### src/verilog/speed_status_cfg.svh
// Constants for the speed status comparator block.
`ifndef SPEED_STATUS_CFG_SVH
`define SPEED_STATUS_CFG_SVH
// Overview of operation
// - Rotation flag set when absolute filtered speed reaches rotation threshold.
// - Rotation flag cleared when absolute filtered speed is below rotation threshold.
// - Rotation threshold in rpm, reset 20, range 0 to 1000, immediate.
// - Rotation flag reaches a terminal only when its function code is 132.
// - Zero-speed flag set while absolute speed is below zero-speed threshold.
// - Zero-speed flag reaches a terminal only when its function code is 133.
// - Match flag set while speed minus command magnitude is within threshold.
// - Match threshold in rpm, reset 10, range 0 to 100, immediate.
// - Match flag reaches a terminal only when its function code is 136.
// - Near flag set while absolute filtered speed exceeds approach threshold.
// - Approach threshold in rpm, reset 100, range 10 to 6000, immediate.
// - Near flag reaches a terminal only when its function code is 137.
`define SPD_W 16
`define THR_W 13
`define FUNC_W 8
`define DO_NUM 4
`define ROT_THR_RST 13'h0014
`define ROT_THR_MIN 13'h0000
`define ROT_THR_MAX 13'h03E8
`define ZERO_THR_RST 13'h000A
`define ZERO_THR_MIN 13'h0000
`define ZERO_THR_MAX 13'h1770
`define MATCH_THR_RST 13'h000A
`define MATCH_THR_MIN 13'h0000
`define MATCH_THR_MAX 13'h0064
`define APPR_THR_RST 13'h0064
`define APPR_THR_MIN 13'h000A
`define APPR_THR_MAX 13'h1770
`define FUNC_ROTATION 8'h84
`define FUNC_ZERO_SPEED 8'h85
`define FUNC_SPEED_MATCH 8'h88
`define FUNC_SPEED_NEAR 8'h89
`endif

### src/verilog/speed_status_pkg.sv
// Types shared by the speed status comparator block.
`default_nettype none
`include "speed_status_cfg.svh"
package speed_status_pkg;
  typedef struct packed {
    logic [`THR_W-1:0] rotation;
    logic [`THR_W-1:0] zero;
    logic [`THR_W-1:0] match;
    logic [`THR_W-1:0] approach;
  } thresholds_t;
  typedef struct packed {
    logic rotation;
    logic zero;
    logic match;
    logic near;
  } speed_flags_t;
endpackage
`default_nettype wire

### src/verilog/speed_status_outputs.sv
// Speed status flags and their routing onto digital output terminals.
`include "speed_status_cfg.svh"
`timescale 1ns/1ps
`default_nettype none
module speed_status_outputs
  import speed_status_pkg::*;
(
  // Clock and reset.
  input wire logic clk_sys,
  input wire logic rst_b,
  // Speed samples, signed rpm, valid on sample_update.
  input wire logic sample_update,
  input wire logic signed [`SPD_W-1:0] motor_speed,
  input wire logic signed [`SPD_W-1:0] speed_command,
  // Threshold settings, loaded when thr_write is high.
  input wire logic thr_write,
  input wire thresholds_t thr_req,
  // Function selection of each output terminal.
  input wire logic [`DO_NUM*`FUNC_W-1:0] do_function,
  // Flags and terminals.
  output speed_flags_t flags,
  output logic [`DO_NUM-1:0] do_out,
  output thresholds_t thr_now
);
  thresholds_t thr_r, thr_nxt, thr_clamped;
  speed_flags_t flags_r, flags_nxt;
  logic [`DO_NUM-1:0] do_r, do_nxt;
  logic [`SPD_W:0] abs_speed, abs_diff;
  logic signed [`SPD_W:0] diff;

  // Out-of-range writes are clamped, so the comparators never see an illegal limit.
  threshold_clamp #(.MIN_VAL(`ROT_THR_MIN), .MAX_VAL(`ROT_THR_MAX)) u_rot (
    .req(thr_req.rotation),
    .value(thr_clamped.rotation)
  );
  threshold_clamp #(.MIN_VAL(`ZERO_THR_MIN), .MAX_VAL(`ZERO_THR_MAX)) u_zero (
    .req(thr_req.zero),
    .value(thr_clamped.zero)
  );
  threshold_clamp #(.MIN_VAL(`MATCH_THR_MIN), .MAX_VAL(`MATCH_THR_MAX)) u_mat (
    .req(thr_req.match),
    .value(thr_clamped.match)
  );
  threshold_clamp #(.MIN_VAL(`APPR_THR_MIN), .MAX_VAL(`APPR_THR_MAX)) u_app (
    .req(thr_req.approach),
    .value(thr_clamped.approach)
  );

  function automatic logic [`SPD_W:0] mag(input logic signed [`SPD_W:0] v);
    mag = v[`SPD_W] ? 17'(-v) : 17'(v);
  endfunction

  always_comb begin
    thr_nxt = thr_r;
    if (thr_write) begin
      thr_nxt = thr_clamped;
    end
  end

  // The wider difference keeps full-scale opposite speeds from wrapping.
  always_comb begin
    diff = 17'(signed'(motor_speed)) - 17'(signed'(speed_command));
    abs_speed = mag(17'(signed'(motor_speed)));
    abs_diff = mag(diff);
    flags_nxt = flags_r;
    if (sample_update) begin
      flags_nxt.rotation = abs_speed >= 17'(thr_r.rotation);
      flags_nxt.zero = abs_speed < 17'(thr_r.zero);
      flags_nxt.match = abs_diff <= 17'(thr_r.match);
      flags_nxt.near = abs_speed > 17'(thr_r.approach);
    end
  end

  // Unknown codes keep a terminal low, so a mis-set terminal shows no flag.
  function automatic logic route(input logic [`FUNC_W-1:0] code,
      input speed_flags_t f);
    unique case (code)
      `FUNC_ROTATION: route = f.rotation;
      `FUNC_ZERO_SPEED: route = f.zero;
      `FUNC_SPEED_MATCH: route = f.match;
      `FUNC_SPEED_NEAR: route = f.near;
      default: route = 1'b0;
    endcase
  endfunction

  // Terminals follow the registered flags, one cycle behind them.
  always_comb begin
    for (int i = 0; i < `DO_NUM; i++) begin
      do_nxt[i] = route(do_function[i*`FUNC_W +: `FUNC_W], flags_r);
    end
  end

  always_ff @(posedge clk_sys) begin
    if (!rst_b) begin
      thr_r <= {`ROT_THR_RST, `ZERO_THR_RST, `MATCH_THR_RST, `APPR_THR_RST};
      flags_r <= '0;
      do_r <= '0;
    end else begin
      thr_r <= thr_nxt;
      flags_r <= flags_nxt;
      do_r <= do_nxt;
    end
  end

  assign flags = flags_r;
  assign do_out = do_r;
  assign thr_now = thr_r;

  // Reset values are checked without the reset gate, so a held reset counts.
  a_reset_flags: assert property (@(posedge clk_sys)
    !rst_b |=> flags == '0 && do_out == '0)
    else $error("flags not cleared by reset");
  a_reset_thr: assert property (@(posedge clk_sys)
    !rst_b |=> thr_now == {`ROT_THR_RST, `ZERO_THR_RST, `MATCH_THR_RST,
      `APPR_THR_RST}) else $error("limits not reset");
  a_rot_flag: assert property (@(posedge clk_sys)
    disable iff (!rst_b) sample_update |=> flags.rotation ==
      ($past(abs_speed) >= 17'($past(thr_r.rotation))))
    else $error("rotation flag wrong");
  a_rot_clear: assert property (@(posedge clk_sys)
    disable iff (!rst_b)
    sample_update && abs_speed < 17'(thr_r.rotation) |=> !flags.rotation)
    else $error("rotation flag not cleared");
  a_rot_range: assert property (@(posedge clk_sys)
    disable iff (!rst_b) thr_now.rotation <= `ROT_THR_MAX)
    else $error("rotation limit range");
  a_rot_take: assert property (@(posedge clk_sys)
    disable iff (!rst_b) thr_write |=> thr_now.rotation ==
      ($past(thr_req.rotation) > `ROT_THR_MAX ? `ROT_THR_MAX :
        $past(thr_req.rotation))) else $error("rotation limit not taken");
  a_zero_flag: assert property (@(posedge clk_sys)
    disable iff (!rst_b) sample_update |=> flags.zero ==
      ($past(abs_speed) < 17'($past(thr_r.zero))))
    else $error("zero flag wrong");
  a_zero_clear: assert property (@(posedge clk_sys)
    disable iff (!rst_b)
    sample_update && abs_speed >= 17'(thr_r.zero) |=> !flags.zero)
    else $error("zero flag not cleared");
  a_zero_range: assert property (@(posedge clk_sys)
    disable iff (!rst_b) thr_now.zero <= `ZERO_THR_MAX)
    else $error("zero limit range");
  a_zero_take: assert property (@(posedge clk_sys)
    disable iff (!rst_b) thr_write |=> thr_now.zero ==
      ($past(thr_req.zero) > `ZERO_THR_MAX ? `ZERO_THR_MAX :
        $past(thr_req.zero))) else $error("zero limit not taken");
  a_match_flag: assert property (@(posedge clk_sys)
    disable iff (!rst_b) sample_update |=> flags.match ==
      ($past(abs_diff) <= 17'($past(thr_r.match))))
    else $error("match flag wrong");
  a_match_clear: assert property (@(posedge clk_sys)
    disable iff (!rst_b)
    sample_update && abs_diff > 17'(thr_r.match) |=> !flags.match)
    else $error("match flag not cleared");
  a_match_range: assert property (@(posedge clk_sys)
    disable iff (!rst_b)
    thr_write |=> thr_now.match <= `MATCH_THR_MAX)
    else $error("match limit range");
  a_match_take: assert property (@(posedge clk_sys)
    disable iff (!rst_b) thr_write |=> thr_now.match ==
      ($past(thr_req.match) > `MATCH_THR_MAX ? `MATCH_THR_MAX :
        $past(thr_req.match))) else $error("match limit not taken");
  a_near_flag: assert property (@(posedge clk_sys)
    disable iff (!rst_b) sample_update |=> flags.near ==
      ($past(abs_speed) > 17'($past(thr_r.approach))))
    else $error("near flag wrong");
  a_near_clear: assert property (@(posedge clk_sys)
    disable iff (!rst_b)
    sample_update && abs_speed <= 17'(thr_r.approach) |=> !flags.near)
    else $error("near flag not cleared");
  a_appr_range: assert property (@(posedge clk_sys)
    disable iff (!rst_b)
    thr_now.approach >= `APPR_THR_MIN && thr_now.approach <= `APPR_THR_MAX)
    else $error("approach limit range");
  a_appr_take: assert property (@(posedge clk_sys)
    disable iff (!rst_b) thr_write |=> thr_now.approach ==
      ($past(thr_req.approach) < `APPR_THR_MIN ? `APPR_THR_MIN :
        $past(thr_req.approach) > `APPR_THR_MAX ? `APPR_THR_MAX :
        $past(thr_req.approach)))
    else $error("approach limit not taken");
  a_thr_hold: assert property (@(posedge clk_sys)
    disable iff (!rst_b) !thr_write |=> $stable(thr_now))
    else $error("limits moved without a write");
  a_flags_hold: assert property (@(posedge clk_sys)
    disable iff (!rst_b) !sample_update |=> $stable(flags))
    else $error("flags moved");

  // Each terminal is checked on its own, since any of them may take any code.
  for (genvar g = 0; g < `DO_NUM; g++) begin : g_term_chk
    a_term_rot: assert property (@(posedge clk_sys)
      disable iff (!rst_b)
      do_function[g*`FUNC_W +: `FUNC_W] == `FUNC_ROTATION |=>
      do_out[g] == $past(flags.rotation))
      else $error("rotation routing wrong");
    a_term_zero: assert property (@(posedge clk_sys)
      disable iff (!rst_b)
      do_function[g*`FUNC_W +: `FUNC_W] == `FUNC_ZERO_SPEED |=>
      do_out[g] == $past(flags.zero))
      else $error("zero routing wrong");
    a_term_match: assert property (@(posedge clk_sys)
      disable iff (!rst_b)
      do_function[g*`FUNC_W +: `FUNC_W] == `FUNC_SPEED_MATCH |=>
      do_out[g] == $past(flags.match))
      else $error("match routing wrong");
    a_term_near: assert property (@(posedge clk_sys)
      disable iff (!rst_b)
      do_function[g*`FUNC_W +: `FUNC_W] == `FUNC_SPEED_NEAR |=>
      do_out[g] == $past(flags.near))
      else $error("near routing wrong");
    a_term_idle: assert property (
      @(posedge clk_sys) disable iff (!rst_b)
      !(do_function[g*`FUNC_W +: `FUNC_W] inside {`FUNC_ROTATION,
        `FUNC_ZERO_SPEED, `FUNC_SPEED_MATCH, `FUNC_SPEED_NEAR}) |=>
      !do_out[g]) else $error("unassigned terminal driven");
  end

  c_rot_rise: cover property (@(posedge clk_sys) disable iff (!rst_b)
    $rose(flags.rotation));
  c_near_rise: cover property (@(posedge clk_sys) disable iff (!rst_b)
    $rose(flags.near));
  c_zero_fall: cover property (@(posedge clk_sys) disable iff (!rst_b)
    $fell(flags.zero));
  c_match_do: cover property (@(posedge clk_sys) disable iff (!rst_b)
    do_out[1] && do_function[2*`FUNC_W-1:`FUNC_W] == `FUNC_SPEED_MATCH);
  c_thr_clamp: cover property (@(posedge clk_sys) disable iff (!rst_b)
    thr_write && thr_req.approach < `APPR_THR_MIN);
endmodule
`default_nettype wire

### src/verilog/threshold_clamp.sv
// Clamps a requested threshold setting into its accepted range.
`include "speed_status_cfg.svh"
`timescale 1ns/1ps
`default_nettype none
module threshold_clamp #(
  parameter logic [`THR_W-1:0] MIN_VAL = 13'h0000,
  parameter logic [`THR_W-1:0] MAX_VAL = 13'h1FFF
) (
  // Requested setting.
  input wire logic [`THR_W-1:0] req,
  // Setting within range.
  output logic [`THR_W-1:0] value
);
  always_comb begin
    if (req < MIN_VAL) begin
      value = MIN_VAL;
    end else if (req > MAX_VAL) begin
      value = MAX_VAL;
    end else begin
      value = req;
    end
  end
endmodule
`default_nettype wire

### config.mk
export PLATFORM = sky130hd
export DESIGN_NAME = speed_status_outputs
export DESIGN_NICKNAME = d
export VERILOG_FILES = /design/src/verilog/speed_status_pkg.sv /design/src/verilog/speed_status_outputs.sv /design/src/verilog/threshold_clamp.sv
export VERILOG_INCLUDE_DIRS = /design/src /design/src/verilog
export SDC_FILE = /design/constraint.sdc
export NUM_CORES = 1
export LEC_CHECK = 0
export ABC_AREA = 0
export BUFFER_PORTS_ARGS = -buffer_cell sky130_fd_sc_hd__buf_2
export CAP_MARGIN = 20
export CORE_MARGIN = 10
export CORE_UTILIZATION = 35
export CTS_BUF_LIST = sky130_fd_sc_hd__clkbuf_8 sky130_fd_sc_hd__clkbuf_16
export CTS_CLUSTER_DIAMETER = 100
export CTS_CLUSTER_SIZE = 30
export DETAILED_ROUTE_END_ITERATION = 16
export GPL_TIMING_DRIVEN = 0
export SLEW_MARGIN = 20
export SYNTH_ARGS = -nofsm -noshare
export SYNTH_HDL_FRONTEND = slang
export SYNTH_SLANG_ARGS = --single-unit
### constraint.sdc
create_clock -name clk_sys -period 6.1 [get_ports clk_sys]
set_input_delay 0.915 -clock clk_sys [delete_from_list [all_inputs] [get_ports clk_sys]]
set_output_delay 0.915 -clock clk_sys [all_outputs]
set_load 0.05 [all_outputs]
==> impl_metrics.ini <==
[status]
status = finished clean

[drt]
first_pass_iters = 4
drt_iter0_markers = 236
antenna_left = 0
drt-total-wl_um = 17500
wl_per_cell_um = 17.4
drc_errors = 0
via_per_inst = 5.23
vias = 5263

[power]
p_per_area_mw_per_mm2 = 239
irDropWorstVdd_mv = 0.343
p_leak_nw = 3.14

[logic_synthesis]
synth_area_leader_cell = dfxtp_1
synthCells = 628
yosysWarningCount = 0
synth_edf_count = 0
syn_nets = 818
syn-cell-area_sq_mm = 0.00512
ys_types = 72
netlist.area_leader.share = 0.235
synth-seq-area-share = 0.235
ys_ff_latch = 60
ys_top_cells_by_area = dfxtp_1 23%, ha_1 17%, inv_1 5.7%
ys_async_sr_fraction = 0
postSynthAreaPerCell_sq_um = 8.15
ys.flop_type = dfxtp_1

[grt]
grtUsageMet3 = 0.0628
grt.busiest_layer = met2
grt_pass1_wl_um = 27500
use_met2 = 0.267
grt_overflow = 0
grt_pass1_vias = 5224
track_usage = 0.171
grt_util_met1 = 0.222
antenna_found_initial = 0
grt_max_degree = 12

[final_layout]
drive_gt1_frac = 0.280
antenna_cells = 0
area_delta_synth_final_pct = 28.5
final_common_cell = buf_2
layout_common_cells = 181 x buf_2, 78 x inv_1, 69 x ha_1
final_cell_count_no_fill = 1006
nNetsFinal = 1007

[sta]
max_slew.worst_pin.slew_ps = 806
finalMaxSlewViolations = 0
setup_violations = 0
final.min_clock_period_ps = 5420
rsz0062_at_grt = no
final.setup.tns_ps = 0
hold_violations = 0
fin_skew_ps = 4.15
timing.final.crit_share = 0.888
relSlewSlack = 0.459
fmax_ghz = 0.185

[worst_setup_path]
max_stage_delay_ps = 400
cp_common_cell = a21oi_1
path_cells = buf_2, inv_1, ha_1, fa_1, nand2b_1, a21oi_2, o211ai_1, a21oi_1, o21a_1, nor2_1, a21oi_1, buf_2, nor2_1, xnor2_1, ha_1, a21o_1, a21o_1, a21oi_1, o211ai_1, a221oi_1, a31o_2, o2111ai_1, a32oi_1
cp_slowest_cell = fa_1
worstPathRequired_ps = 6360
cp_max_fo = 10
start_kind = input pin
crit_path_end_kind = flop
path_class = in -> reg
worstPathArrival_ps = 5680

[clock_tree]
clock_latency_ps = 340
htree_levels = 3
clk_pin_slew_worst_paths_ps = 50
ctsHoldBuffers = 0
cts_made_buffers = 9
cts_tree = done
cts.path.max_buffers = 2
cts_sinks = 60
clockRootBuffer = clkbuf_16
cts_resized = 0
postCtsSetupBuffers = 0

[placement]
portBuffers = 178
dp_hpwl_um = 14600
gp_congestion = 0.850
placed_cells = 990

[floorplan]
start_util = 0.355
core_sq_mm = 0.0144
dieArea_sq_mm = 0.0199
die_x_um = 141
ioPinCount = 180
rows = 44
die_y_um = 141

[hold_path]
holdCritPathClass = reg -> reg

[run]
drv_cap = 0
final cells by class:
type,count,area (sq um)
Multi-Input combinational cell,474,3550
Inverter,78,293
Sequential cell,60,1200
Tap cell,184,230
Buffer,16,71.3
Clock buffer,9,225
Clock inverter,7,115
Fill cell,1490,7840
Timing Repair Buffer,178,891
power by group:
part           internal (mW)  switching (mW)  total [mW]
sequential             0.412          0.0161       0.428
clock                  0.397           0.190       0.587
combinational          0.223           0.337       0.560
total                   1.03           0.543        1.58
synth_stat cells (3+ instances only):
master    instances
a211oi_1          5
a21o_1           19
a21oi_1          32
a221oi_1          4
a22o_1            6
a31oi_1           8
and2_1            5
and3_1            5
and4_1            3
buf_2             3
clkbuf_1         12
dfxtp_1          60
ha_1             69
inv_1            78
mux2i_1          10
nand2_1          26
nand2b_1         13
nand3_1          10
nand4_1          10
nor2_1           49
nor2b_1           9
nor3_1           18
nor3b_1           4
nor4_1            9
o211ai_1         10
o21a_1            9
o21ai_0          29
o21ai_1           5
o221a_2          12
o221ai_1          5
o31ai_1           6
or2_2             4
or3_1             3
xnor2_1          23
xor2_1            7
path summary, 6_finish.rpt:
kind	from	endpoint	slack [ps]	depth (start not counted)
max reg2reg	thr_now[15]	flags[1]	3960	10
min reg2reg	thr_now[51]	thr_now[51]	460	2
min	thr_now[51]	thr_now[51]	460	2
max	motor_speed[0]	flags[1]	680	23
critical path: cells and delay by family:
family | cells | cell delay (ps)
AO/OA/AOI/OAI | 13 | 2690
XOR/XNOR | 1 | 130
adder cells (fa/ha/maj) | 3 | 990
buffers and inverters | 3 | 620
AND/OR/NAND/NOR | 3 | 330
flip-flops by register name, indices dropped and copies added, names as in the netlist:
signal   cells
do_out       4
flags        4
thr_now     52
stage by stage:
stage / util / setup slack [ps] / power [mW] / cell area [sq um] / hold WS (ps)
2_1_floorplan: - / 1370 / 0.830 / 5120 / 684
3_3_place_gp: 0.433 / 340 / 0.989 / 6240 / 454
3_5_place_dp: 0.433 / 335 / 0.994 / 6240 / 457
4_1_cts: 0.456 / 666 / 1.59 / 6580 / 466
5_1_grt: 0.456 / 203 / 1.67 / 6580 / 482
6_report: 0.456 / 682 / 1.58 / 6580 / 459
cell families (layout without fill, tap and decap cells):
kind of cell / after synthesis / count (layout) / share of synthesized area
simple gates: 180 / 180 / 0.189
flops: 60 / 60 / 0.235
fa+ha+maj: 70 / 70 / 0.173
mux: 11 / 11 / 0.0218
xor+xnor: 30 / 30 / 0.0513
buf+inv: 94 / 288 / 0.0711
compound gates: 183 / 183 / 0.260
metal layers:
layer,vias up,share of wire
met4,0,0.0067
met2,143,0.44
li1,2676,-
met5,-,0
met3,9,0.075
met1,2435,0.48
Note: power is estimated with default switching activity, not from simulation.
